===== src/iex_pkg.sv =====
// Package for the integer execute datapath: operation codes, flag layout,
// address modes and reset values.
// Assumes a decoder upstream that presents one operation per request.
package iex_pkg;

  // Operation selected by the decoder for one request.
  typedef enum logic [5:0] {
    IEX_COPY_IMM, IEX_COPY_REG, IEX_NOT, IEX_RSB, IEX_TEST,
    IEX_ASR_IMM, IEX_ASR_REG, IEX_LSL_IMM, IEX_LSL_REG,
    IEX_LSR_IMM, IEX_LSR_REG, IEX_ROR_REG, IEX_MUL,
    IEX_SIGN_EXTEND_BYTE_OP, IEX_SIGN_EXTEND_HALF_OP, IEX_ZERO_EXTEND_BYTE_OP, IEX_ZERO_EXTEND_HALF_OP,
    IEX_REV_W, IEX_REV_H, IEX_REV_SH,
    IEX_READ_STATUS, IEX_WRITE_STATUS,
    IEX_LOAD, IEX_STORE, IEX_LOAD_MANY, IEX_STORE_MANY,
    IEX_PUSH, IEX_POP,
    IEX_SUPERVISOR_CALL, IEX_BREAKPOINT, IEX_ILLEGAL
  } iex_op_e;

  // Access size for single loads and stores.
  typedef enum logic [1:0] {
    IEX_SZ_BYTE, IEX_SZ_HALF, IEX_SZ_WORD
  } iex_size_e;

  // Base register class for addressing.
  typedef enum logic [1:0] {
    IEX_BASE_LOW, IEX_BASE_STACK, IEX_BASE_PC
  } iex_base_e;

  // Transfer state of a single or multiple-word access.
  typedef enum logic [1:0] {
    IEX_IDLE, IEX_XFER, IEX_DONE
  } iex_state_e;

  // Flag positions within the four-bit flag nibble (N Z C V).
  localparam int IEX_FLAG_N = 3;
  localparam int IEX_FLAG_Z = 2;
  localparam int IEX_FLAG_C = 1;
  localparam int IEX_FLAG_V = 0;
  // Flag nibble sits in the top four bits of the status word.
  localparam int IEX_FLAG_POS = 28;
  localparam logic [3:0]  IEX_FLAGS_RESET = 4'h0;
  localparam logic [31:0] IEX_WORD_RESET  = 32'h0000_0000;
  localparam logic [4:0]  IEX_CNT_RESET   = 5'h00;
  // Bytes per word of a multiple transfer.
  localparam logic [31:0] IEX_WORD_BYTES  = 32'h0000_0004;
  // Copy immediate is limited to this width.
  localparam int IEX_IMM8_W = 8;
  // Literal base is the program counter with the low two bits forced low.
  localparam logic [31:0] IEX_PC_ALIGN = 32'hffff_fffc;

endpackage


===== src/iex_datapath.sv =====
// Integer execute datapath: single-operation ALU, shifter, multiplier,
// extenders, flag register and a sequencer for single and multiple memory accesses.
// Assumes a decoder that holds req until ack and a memory answering mem_req with mem_ack.
`timescale 1ns/1ps
`default_nettype none

// What this block does
// - Copy loads 8-bit immediate or register only.
// - NOT takes one register, no variants.
// - Reverse subtract with zero immediate negates.
// - Test ANDs, sets flags, no write.
// - Shifts both amount forms; rotate register only.
// - Multiply returns low 32 bits only.
// - Extend low byte or half to 32.
// - Status flags copied to or from register.
// - Narrow stores write low 16 or 8.
// - Narrow loads zero or sign extend.
// - Address is base plus offset, restricted bases.
// - Program counter base only for loads.
// - Immediate offset unsigned, added or subtracted.
// - Register offset never the program counter.
// - Multiples walk consecutive words, optional writeback.
// - Push pre-decrements and writes back base.
// - Popped program counter is an interworking branch.
// - Supervisor call raises supervisor exception.
// - Breakpoint halts if debug allows.
// - Without privilege option, always privileged.
// - Interworking address leaving compact state faults.
// - Untouched flags keep previous values.
module iex_datapath (
  input  wire logic             clock,
  input  wire logic             rst_b,
  input  wire logic             req,
  input  wire iex_pkg::iex_op_e op,
  input  wire logic [31:0]      opa,
  input  wire logic [31:0]      opb,
  input  wire logic [7:0]       imm,
  input  wire logic [4:0]       shamt_imm,
  input  wire iex_pkg::iex_size_e size,
  input  wire logic             sign_load,
  input  wire iex_pkg::iex_base_e base_sel,
  input  wire logic             off_is_reg,
  input  wire logic             off_reg_is_pc,
  input  wire logic             off_sub,
  input  wire logic [4:0]       many_count,
  input  wire logic             many_down,
  input  wire logic             many_wb,
  input  wire logic             pop_loads_pc,
  input  wire logic             debug_enable,
  input  wire logic             priv_option,
  output logic                  ack,
  output logic [31:0]           result,
  output logic                  result_we,
  output logic [31:0]           base_out,
  output logic                  base_we,
  output logic [3:0]            flags,
  output logic                  privileged,
  output logic                  branch_valid,
  output logic [31:0]           branch_addr,
  output logic                  fault,
  output logic                  supervisor_exception,
  output logic                  halt,
  output logic                  illegal,
  output logic                  mem_req,
  output logic                  mem_write,
  output logic [31:0]           mem_addr,
  output logic [31:0]           mem_wdata,
  output logic [1:0]            mem_size,
  input  wire logic             mem_ack,
  input  wire logic [31:0]      mem_rdata
);
  import iex_pkg::*;

  // All state of the block.
  typedef struct packed {
    iex_state_e  state;
    logic        ack;
    logic [31:0] result;
    logic        result_we;
    logic [31:0] base_out;
    logic        base_we;
    logic [3:0]  flags;
    logic        branch_valid;
    logic [31:0] branch_addr;
    logic        fault;
    logic        supervisor_call;
    logic        halt;
    logic        illegal;
    logic        mem_req;
    logic        mem_write;
    logic [31:0] mem_addr;
    logic [31:0] mem_wdata;
    logic [1:0]  mem_size;
    logic [4:0]  left;
    logic [31:0] final_base;
  } iex_s;

  iex_s cur;
  iex_s next_cur;

  ////////////////////////////////////////////////////////////////////////////
  // Combinational operation results.

  logic [31:0] alu;
  logic [3:0]  alu_flags;
  logic        alu_write;
  logic [32:0] sub_full;
  logic [7:0]  amt;
  logic [31:0] base_val;
  logic [31:0] offset;
  logic [31:0] eff_addr;
  logic [31:0] load_ext;
  logic [63:0] prod;
  logic [64:0] sh_l;
  logic [32:0] sh_r;
  logic [32:0] sh_a;
  logic [63:0] rot2;

  assign prod = opa * opb;
  assign sub_full = {1'b0, opb} - {1'b0, opa};

  // Register shift amounts use the low byte; immediate amounts are five bits.
  always_comb begin
    amt = {3'h0, shamt_imm};
    if (op == IEX_ASR_REG || op == IEX_LSL_REG || op == IEX_LSR_REG
        || op == IEX_ROR_REG) begin
      amt = opb[7:0];
    end
  end

  // Shifts keep a spare bit for the carry out; the shifter saturates past 32.
  assign sh_l = (amt > 8'd32) ? 65'h0 : ({33'h0, opa} << amt);
  assign sh_r = (amt > 8'd32) ? 33'h0 : ({opa, 1'b0} >> amt);
  assign sh_a = (amt > 8'd32) ? {33{opa[31]}} : 33'($signed({opa, 1'b0}) >>> amt);
  assign rot2 = {opa, opa} >> amt[4:0];

  // Result and flag update per operation; untouched flags carry over.
  always_comb begin
    alu       = IEX_WORD_RESET;
    alu_flags = cur.flags;
    alu_write = 1'b1;
    unique case (op)
      IEX_COPY_IMM: alu = {24'h0, imm[IEX_IMM8_W-1:0]};
      IEX_COPY_REG: alu = opa;
      IEX_NOT:      alu = ~opa;
      IEX_RSB: begin
        alu = sub_full[31:0];
        alu_flags[IEX_FLAG_C] = ~sub_full[32];
        alu_flags[IEX_FLAG_V] = (opb[31] ^ opa[31]) & (opb[31] ^ sub_full[31]);
      end
      IEX_TEST: begin
        alu = opa & opb;
        alu_write = 1'b0;
      end
      IEX_LSL_IMM, IEX_LSL_REG: begin
        alu = sh_l[31:0];
        if (amt != 8'h00) alu_flags[IEX_FLAG_C] = sh_l[32];
      end
      IEX_LSR_IMM, IEX_LSR_REG: begin
        alu = sh_r[32:1];
        if (amt != 8'h00) alu_flags[IEX_FLAG_C] = sh_r[0];
      end
      IEX_ASR_IMM, IEX_ASR_REG: begin
        alu = sh_a[32:1];
        if (amt != 8'h00) alu_flags[IEX_FLAG_C] = sh_a[0];
      end
      IEX_ROR_REG: begin
        alu = rot2[31:0];
        if (amt != 8'h00) alu_flags[IEX_FLAG_C] = rot2[31];
      end
      IEX_MUL:     alu = prod[31:0];
      IEX_SIGN_EXTEND_BYTE_OP: alu = {{24{opa[7]}}, opa[7:0]};
      IEX_SIGN_EXTEND_HALF_OP: alu = {{16{opa[15]}}, opa[15:0]};
      IEX_ZERO_EXTEND_BYTE_OP: alu = {24'h0, opa[7:0]};
      IEX_ZERO_EXTEND_HALF_OP: alu = {16'h0, opa[15:0]};
      IEX_REV_W:   alu = {opa[7:0], opa[15:8], opa[23:16], opa[31:24]};
      IEX_REV_H:   alu = {opa[23:16], opa[31:24], opa[7:0], opa[15:8]};
      IEX_REV_SH:  alu = {{16{opa[7]}}, opa[7:0], opa[15:8]};
      IEX_READ_STATUS: alu = {cur.flags, 28'h0};
      default: alu_write = 1'b0;
    endcase
    // Data operations other than the status transfers and register copy set N and Z.
    if (op != IEX_READ_STATUS && op != IEX_WRITE_STATUS && alu_write | (op == IEX_TEST)
        && op != IEX_COPY_REG) begin
      alu_flags[IEX_FLAG_N] = alu[31];
      alu_flags[IEX_FLAG_Z] = (alu == IEX_WORD_RESET);
    end
    if (op == IEX_WRITE_STATUS) alu_flags = opa[IEX_FLAG_POS+3:IEX_FLAG_POS];
  end

  // Base selection; literal loads see a word-aligned program counter.
  always_comb begin
    unique case (base_sel)
      IEX_BASE_PC: base_val = opa & IEX_PC_ALIGN;
      default:     base_val = opa;
    endcase
    offset   = off_is_reg ? opb : {24'h0, imm};
    eff_addr = off_sub ? base_val - offset : base_val + offset;
  end

  // Narrow loads extend according to the signed selector.
  always_comb begin
    unique case (size)
      IEX_SZ_BYTE: load_ext = sign_load ? {{24{mem_rdata[7]}}, mem_rdata[7:0]}
                                        : {24'h0, mem_rdata[7:0]};
      IEX_SZ_HALF: load_ext = sign_load ? {{16{mem_rdata[15]}}, mem_rdata[15:0]}
                                        : {16'h0, mem_rdata[15:0]};
      default:     load_ext = mem_rdata;
    endcase
  end

  ////////////////////////////////////////////////////////////////////////////
  // Sequencer. A request is taken in IDLE; pulses last one cycle.

  logic [31:0] span;
  assign span = {25'h0, many_count, 2'b00};

  always_comb begin
    next_cur              = cur;
    next_cur.ack          = 1'b0;
    next_cur.result_we    = 1'b0;
    next_cur.base_we      = 1'b0;
    next_cur.branch_valid = 1'b0;
    next_cur.fault        = 1'b0;
    next_cur.supervisor_call          = 1'b0;
    next_cur.halt         = 1'b0;
    next_cur.illegal      = 1'b0;
    unique case (cur.state)
      IEX_IDLE: begin
        if (req) begin
          unique case (op)
            IEX_LOAD, IEX_STORE: begin
              if ((op == IEX_STORE && base_sel == IEX_BASE_PC)
                  || (off_is_reg && off_reg_is_pc)) begin
                next_cur.illegal = 1'b1;
                next_cur.ack     = 1'b1;
              end else begin
                next_cur.mem_req   = 1'b1;
                next_cur.mem_write = (op == IEX_STORE);
                next_cur.mem_addr  = eff_addr;
                next_cur.mem_size  = size;
                // Upper lanes zeroed so a narrow store carries the low bits only.
                unique case (size)
                  IEX_SZ_BYTE: next_cur.mem_wdata = {24'h0, opb[7:0]};
                  IEX_SZ_HALF: next_cur.mem_wdata = {16'h0, opb[15:0]};
                  default:     next_cur.mem_wdata = opb;
                endcase
                next_cur.left  = 5'h01;
                next_cur.state = IEX_XFER;
              end
            end
            IEX_LOAD_MANY, IEX_STORE_MANY, IEX_PUSH, IEX_POP: begin
              next_cur.mem_req   = (many_count != IEX_CNT_RESET);
              next_cur.mem_write = (op == IEX_STORE_MANY || op == IEX_PUSH);
              next_cur.mem_size  = IEX_SZ_WORD;
              next_cur.mem_wdata = opb;
              next_cur.left      = many_count;
              // Push and descending walks start below the base.
              if (op == IEX_PUSH || (many_down && op != IEX_POP)) begin
                next_cur.mem_addr   = opa - span;
                next_cur.final_base = opa - span;
              end else begin
                next_cur.mem_addr   = opa;
                next_cur.final_base = opa + span;
              end
              next_cur.state = (many_count != IEX_CNT_RESET) ? IEX_XFER : IEX_DONE;
            end
            IEX_SUPERVISOR_CALL: begin
              next_cur.supervisor_call = 1'b1;
              next_cur.ack = 1'b1;
            end
            IEX_BREAKPOINT: begin
              next_cur.halt = debug_enable;
              next_cur.ack  = 1'b1;
            end
            IEX_ILLEGAL: begin
              next_cur.illegal = 1'b1;
              next_cur.ack     = 1'b1;
            end
            default: begin
              if (alu_write) next_cur.result = alu;
              next_cur.result_we = alu_write;
              next_cur.flags     = alu_flags;
              next_cur.ack       = 1'b1;
            end
          endcase
        end
      end
      IEX_XFER: begin
        if (mem_ack) begin
          next_cur.left = cur.left - 5'h01;
          if (!cur.mem_write) begin
            next_cur.result    = load_ext;
            next_cur.result_we = 1'b1;
          end
          next_cur.mem_addr = cur.mem_addr + IEX_WORD_BYTES;
          if (cur.left == 5'h01) begin
            next_cur.mem_req = 1'b0;
            next_cur.state   = IEX_DONE;
            if (op == IEX_POP && pop_loads_pc) begin
              next_cur.result_we   = 1'b0;
              next_cur.branch_addr = {mem_rdata[31:1], 1'b0};
              next_cur.branch_valid = mem_rdata[0];
              next_cur.fault       = ~mem_rdata[0];
            end
          end else begin
            next_cur.mem_wdata = opb;
          end
        end
      end
      IEX_DONE: begin
        next_cur.ack = 1'b1;
        if (op == IEX_PUSH || op == IEX_POP
            || ((op == IEX_LOAD_MANY || op == IEX_STORE_MANY) && many_wb)) begin
          next_cur.base_out = cur.final_base;
          next_cur.base_we  = 1'b1;
        end
        next_cur.state = IEX_IDLE;
      end
      default: next_cur.state = IEX_IDLE;
    endcase
  end

  // State register with synchronous reset.
  always_ff @(posedge clock) begin
    if (!rst_b) begin
      cur       <= '0;
      cur.state <= IEX_IDLE;
      cur.flags <= IEX_FLAGS_RESET;
    end else begin
      cur <= next_cur;
    end
  end

  assign ack                  = cur.ack;
  assign result               = cur.result;
  assign result_we            = cur.result_we;
  assign base_out             = cur.base_out;
  assign base_we              = cur.base_we;
  assign flags                = cur.flags;
  assign privileged           = 1'b1 | priv_option;
  assign branch_valid         = cur.branch_valid;
  assign branch_addr          = cur.branch_addr;
  assign fault                = cur.fault;
  assign supervisor_exception = cur.supervisor_call;
  assign halt                 = cur.halt;
  assign illegal              = cur.illegal;
  assign mem_req              = cur.mem_req;
  assign mem_write            = cur.mem_write;
  assign mem_addr             = cur.mem_addr;
  assign mem_wdata            = cur.mem_wdata;
  assign mem_size             = cur.mem_size;
endmodule

`default_nettype wire


===== config.mk =====
export PLATFORM = sky130hd
export DESIGN_NAME = iex_datapath
export DESIGN_NICKNAME = d
export VERILOG_FILES = /design/src/iex_pkg.sv /design/src/iex_datapath.sv
export SDC_FILE = /design/constraint.sdc
export NUM_CORES = 2
export LEC_CHECK = 0
export ABC_AREA = 1
export BUFFER_PORTS_ARGS = -buffer_cell sky130_fd_sc_hd__buf_2
export CAP_MARGIN = 10
export CORE_MARGIN = 2
export CORE_UTILIZATION = 31
export DETAILED_ROUTE_END_ITERATION = 8
export GPL_TIMING_DRIVEN = 0
export MAX_ROUTING_LAYER = met4
export SYNTH_ARGS = -nofsm -noshare
export SYNTH_HDL_FRONTEND = slang
export SYNTH_SLANG_ARGS = --single-unit
export TNS_END_PERCENT = 5

===== constraint.sdc =====
create_clock -name clock -period 28 [get_ports clock]
set_clock_uncertainty 0.15 [all_clocks]
set_input_delay 5.6 -clock clock [delete_from_list [all_inputs] [get_ports clock]]
set_output_delay 5.6 -clock clock [all_outputs]
set_load 0.05 [all_outputs]

==> impl_metrics.prom <==
# TYPE chip_impl_metric gauge
chip_impl_info{name="status",value="finished, violations left"} 1
chip_impl_info{name="violations",value="max-capacitance violations, max-slew violations"} 1
chip_impl_metric{name="worstPathArrival",unit="ns"} 16.18
chip_impl_info{name="critPathCaptureType",value="flop"} 1
chip_impl_metric{name="yosysUniqueCellTypes",unit=""} 70
chip_impl_metric{name="layout.nets",unit=""} 7706
chip_impl_metric{name="clk_sink_count",unit=""} 214
chip_impl_metric{name="postLayoutSetupSlackWorst",unit="ns"} 12.15
chip_impl_metric{name="dieWidth",unit="µm"} 371
chip_impl_metric{name="detail_route.vias_per_cell",unit=""} 5.59
chip_impl_metric{name="ys_ff_latch",unit=""} 214
chip_impl_metric{name="initial_core_util",unit="%"} 31.2
chip_impl_metric{name="achievable-frequency",unit="MHz"} 63.1
chip_impl_metric{name="synth_async_sr_flop_share",unit="%"} 0
chip_impl_metric{name="htree_num_levels",unit=""} 1
chip_impl_metric{name="post_cts_sizing_count",unit=""} 0
chip_impl_metric{name="number_of_instances_in_the_placed_design",unit=""} 8667
chip_impl_metric{name="wl_per_cell",unit="µm"} 29.5
chip_impl_metric{name="place_worst_setup_slack",unit="ns"} 11.77
chip_impl_metric{name="remaining_drc_errors",unit=""} 0
chip_impl_metric{name="clk_pin_slew",unit="ns"} 0.06
chip_impl_info{name="final_common_cell",value="sky130_fd_sc_hd__nand2_1"} 1
chip_impl_metric{name="total_power",unit="mW"} 6.48
chip_impl_metric{name="worstSkewPairLatency",unit="ns"} 0.56
chip_impl_metric{name="via_count_of_the_first_global_routing_pass",unit=""} 46325
chip_impl_metric{name="relSlewSlack",unit="%"} -0.128
chip_impl_metric{name="ys_seq_area_share",unit="%"} 10.3
chip_impl_metric{name="postRouteAntennaNets",unit=""} 0
chip_impl_metric{name="maxSlewViolCount",unit=""} 10
chip_impl_metric{name="synthesis.instances",unit=""} 6584
chip_impl_metric{name="cell_depth_of_the_worst_hold_path",unit=""} 2
chip_impl_metric{name="p_leak",unit="nW"} 24.3
chip_impl_info{name="regToRegEndpoint",value="mem_wdata[30]$_SDFFE_PN0P_"} 1
chip_impl_metric{name="die_height",unit="µm"} 371
chip_impl_metric{name="grt_util_all_layers",unit="%"} 37.5
chip_impl_info{name="critPathSlowestCell",value="sky130_fd_sc_hd__clkbuf_1"} 1
chip_impl_metric{name="synth.yosys.warnings",unit=""} 0
chip_impl_info{name="postSynth.topFlopCell",value="sky130_fd_sc_hd__dfxtp_1"} 1
chip_impl_metric{name="maxCapViolCount",unit=""} 1
chip_impl_metric{name="tightestPinTransition",unit="ns"} 1.50
chip_impl_metric{name="first_pass_grt_wire_length",unit="mm"} 353
chip_impl_metric{name="rr_worst_depth",unit=""} 10
chip_impl_metric{name="port_buffers",unit=""} 310
chip_impl_metric{name="drt_pre_antenna_iters",unit=""} 6
chip_impl_metric{name="critPathMaxStageDelay",unit="ns"} 1.07
chip_impl_metric{name="finalCritPeriodShare",unit="%"} 56.6
chip_impl_info{name="critical_path.most_common_cell",value="sky130_fd_sc_hd__fa_1"} 1
chip_impl_metric{name="clock_path_buffers",unit=""} 3
chip_impl_metric{name="gp_routability_congestion",unit=""} 1.08
chip_impl_metric{name="area.growth.synth_to_final",unit="%"} 11.2
chip_impl_info{name="rsz0062_at_grt",value="false"} 1
chip_impl_metric{name="rrSetupSlack",unit="ns"} 24.25
chip_impl_metric{name="synth_enable_flop_cells",unit=""} 0
chip_impl_metric{name="finalCriticalPeriod",unit="ns"} 15.85
chip_impl_metric{name="layout_cell_share_with_drive_strength_beyond_1",unit="%"} 9.58
chip_impl_metric{name="final_hpwl_from_detailed_placement",unit="mm"} 212
chip_impl_info{name="most-common-layout-cells",value="sky130_fd_sc_hd__nand2_1, sky130_fd_sc_hd__inv_1, sky130_fd_sc_hd__nand3_1, sky130_fd_sc_hd__nor2_1, sky130_fd_sc_hd__fa_1"} 1
chip_impl_metric{name="cellPowerDensity",unit="nW/µm²"} 140
chip_impl_metric{name="cts.hold.buffers_added",unit=""} 0
chip_impl_metric{name="post_synth_instance_area",unit="µm²"} 41700
chip_impl_metric{name="coreArea",unit="µm²"} 133000
chip_impl_metric{name="fin_cells",unit=""} 8722
chip_impl_metric{name="final_design_area_no_fill",unit="µm²"} 46400
chip_impl_metric{name="dr_total_vias",unit=""} 48767
chip_impl_metric{name="num-fill-cells",unit=""} 15070
chip_impl_metric{name="total_cts_buffers",unit=""} 24
chip_impl_metric{name="grt_start_max_net_pins",unit=""} 14
chip_impl_metric{name="hold_viol_final",unit=""} 0
chip_impl_metric{name="boundaryPins",unit=""} 314
chip_impl_metric{name="timing.final.setup_violations",unit=""} 0
chip_impl_metric{name="floorplan.die_area",unit="µm²"} 137000
chip_impl_metric{name="antenna_found_initial",unit=""} 17
chip_impl_metric{name="rows",unit=""} 134
chip_impl_metric{name="postSynthNetCount",unit=""} 7365
chip_impl_metric{name="post_place_instance_area",unit="µm²"} 45500
chip_impl_metric{name="avgSynthCellArea",unit="µm²"} 6.33
chip_impl_metric{name="required_time_worst_endpoint",unit="ns"} 28.32
chip_impl_info{name="worst_setup_path_start_kind",value="input pin"} 1
chip_impl_info{name="timing.hold.worst.class",value="flop to flop"} 1
chip_impl_metric{name="vdd_drop_max",unit="µV"} 341
chip_impl_info{name="cts_root_buffer",value="sky130_fd_sc_hd__clkbuf_16"} 1
chip_impl_metric{name="grt_overflow",unit=""} 0
chip_impl_info{name="worst_setup_path_category",value="input pin to flop"} 1
chip_impl_metric{name="postCtsSetupRepairBufs",unit=""} 0
chip_impl_info{name="hold_path.startpoint",value="cur[8]$_SDFFE_PN0P_"} 1
chip_impl_metric{name="crit_fanout",unit=""} 10
chip_impl_info{name="worstHoldEndpoint",value="base_out[8]$_SDFFE_PN0P_"} 1
chip_impl_info{name="r2r_start",value="cur[213]$_SDFFE_PN0P_"} 1
chip_impl_metric{name="initialDrtViolationCount",unit=""} 6180
chip_impl_metric{name="route.final.wire_length",unit="mm"} 257
chip_impl_info{name="cts_tree",value="done"} 1
chip_impl_metric{name="timing.setup.tns",unit="ns"} 0
## final cells by class
| cell class | count | area, µm² | share of cell area [%] |
|---|---|---|---|
| antenna | 13 | 32.5 | 0.0701 |
| tap | 1768 | 2210 | 4.77 |
| sequential | 214 | 4280 | 9.24 |
| inverter | 1029 | 3860 | 8.33 |
| buffer | 530 | 2830 | 6.11 |
| clock buffer | 33 | 706 | 1.52 |
| multi-input combinational | 4811 | 30700 | 66.2 |
| timing repair buffer | 315 | 1620 | 3.49 |
| clock inverter | 9 | 111 | 0.240 |
## metrics by stage
| stage | hold slack, ns | utilization (%) |
|---|---|---|
| 6_report | 0.309 | 34.8 |
| 3_3_place_gp | 0.304 | 34.1 |
| 3_5_place_dp | 0.306 | 34.1 |
| 4_1_cts | 0.310 | 34.7 |
| 2_1_floorplan | 0.280 | - |
| 5_1_grt | 0.330 | 34.8 |
## where the power goes
| group | switching [mW] | internal [mW] |
|---|---|---|
| Combinational | 3.85 | 1.96 |
| Sequential | 0.0119 | 0.316 |
| Clock | 0.142 | 0.196 |
## how the worst max path moves through the flow
stage / slack [ns] / from / endpoint / depth (start not counted)
2_1_floorplan: 15.37 / opa[12] / flags[2]$_SDFFE_PN0P_ / 32
3_3_place_gp: 11.71 / opa[8] / flags[2]$_SDFFE_PN0P_ / 37
3_5_place_dp: 11.77 / opa[8] / flags[2]$_SDFFE_PN0P_ / 37
4_1_cts: 12.25 / opa[8] / flags[2]$_SDFFE_PN0P_ / 37
5_1_grt: 11.85 / opa[8] / flags[2]$_SDFFE_PN0P_ / 37
6_report: 12.15 / opa[8] / flags[2]$_SDFFE_PN0P_ / 37
## critical path, delay by kind of cell
kind                       cells  cell delay [ns]
buffers and inverters          9             3.20
adders and majority gates      9             4.27
and+or+nand+nor               17             2.24
AOI/OAI and AO/OA              2             0.81
## cell families (layout without fill, tap and decap cells)
kind of cell | count (synthesis) | in the layout | synth area share, %
AOI/OAI and AO/OA | 1075 | 1075 | 14.7
xor gates and xnor gates | 121 | 121 | 2.54
other | 2 | 15 | 0.0180
DFF | 214 | 214 | 10.3
adders and majority gates | 644 | 644 | 26.7
muxes | 1 | 1 | 0.0240
and+or+nand+nor | 2968 | 2968 | 29.6
buffers and inverters | 1559 | 1916 | 16.1
## layer usage
metal	part of all wire [%]	GRT usage [%]	vias to the layer above
li1	-	-	21468
met5	0	-	-
met3	9.5	7.05	670
met4	7.0	20.7	0
met2	43	55.9	2769
met1	41	47.8	23860
## registers in the layout, indices dropped and copies added, names as in the netlist, 2 cells and up
signal / count
mem_wdata: 32
cur: 39
base_out: 32
mem_size: 2
mem_addr: 32
result: 32
branch_addr: 31
flags: 4
## cells in the mapped netlist (all sizes together), types with 5 or more instances
library cell / instances / area (µm²)
xnor2: 53 / 464
o221ai: 9 / 78.8
o22ai: 18 / 113
nor4: 16 / 100
o31ai: 14 / 105
nor2: 425 / 1630
inv: 1009 / 3790
nand3: 610 / 3070
dfxtp: 214 / 4280
a22oi: 14 / 110
a221oi: 24 / 216
clkinv: 20 / 75.1
buf: 316 / 2030
a31oi: 32 / 200
ha: 232 / 2900
nand3b: 7 / 52.6
nand2: 1764 / 6660
o2111ai: 26 / 228
and2: 5 / 31.3
or2: 21 / 131
a21o: 11 / 82.6
fa: 412 / 8250
nand4: 53 / 332
a211oi: 24 / 180
a21oi: 412 / 2070
clkbuf: 214 / 803
o21ai: 394 / 1990
o21a: 15 / 113
xor2: 68 / 596
a21boi: 5 / 37.5
nor3: 61 / 310
o211ai: 57 / 433
a311oi: 5 / 43.8
Note: power is estimated with default switching activity, not from simulation.
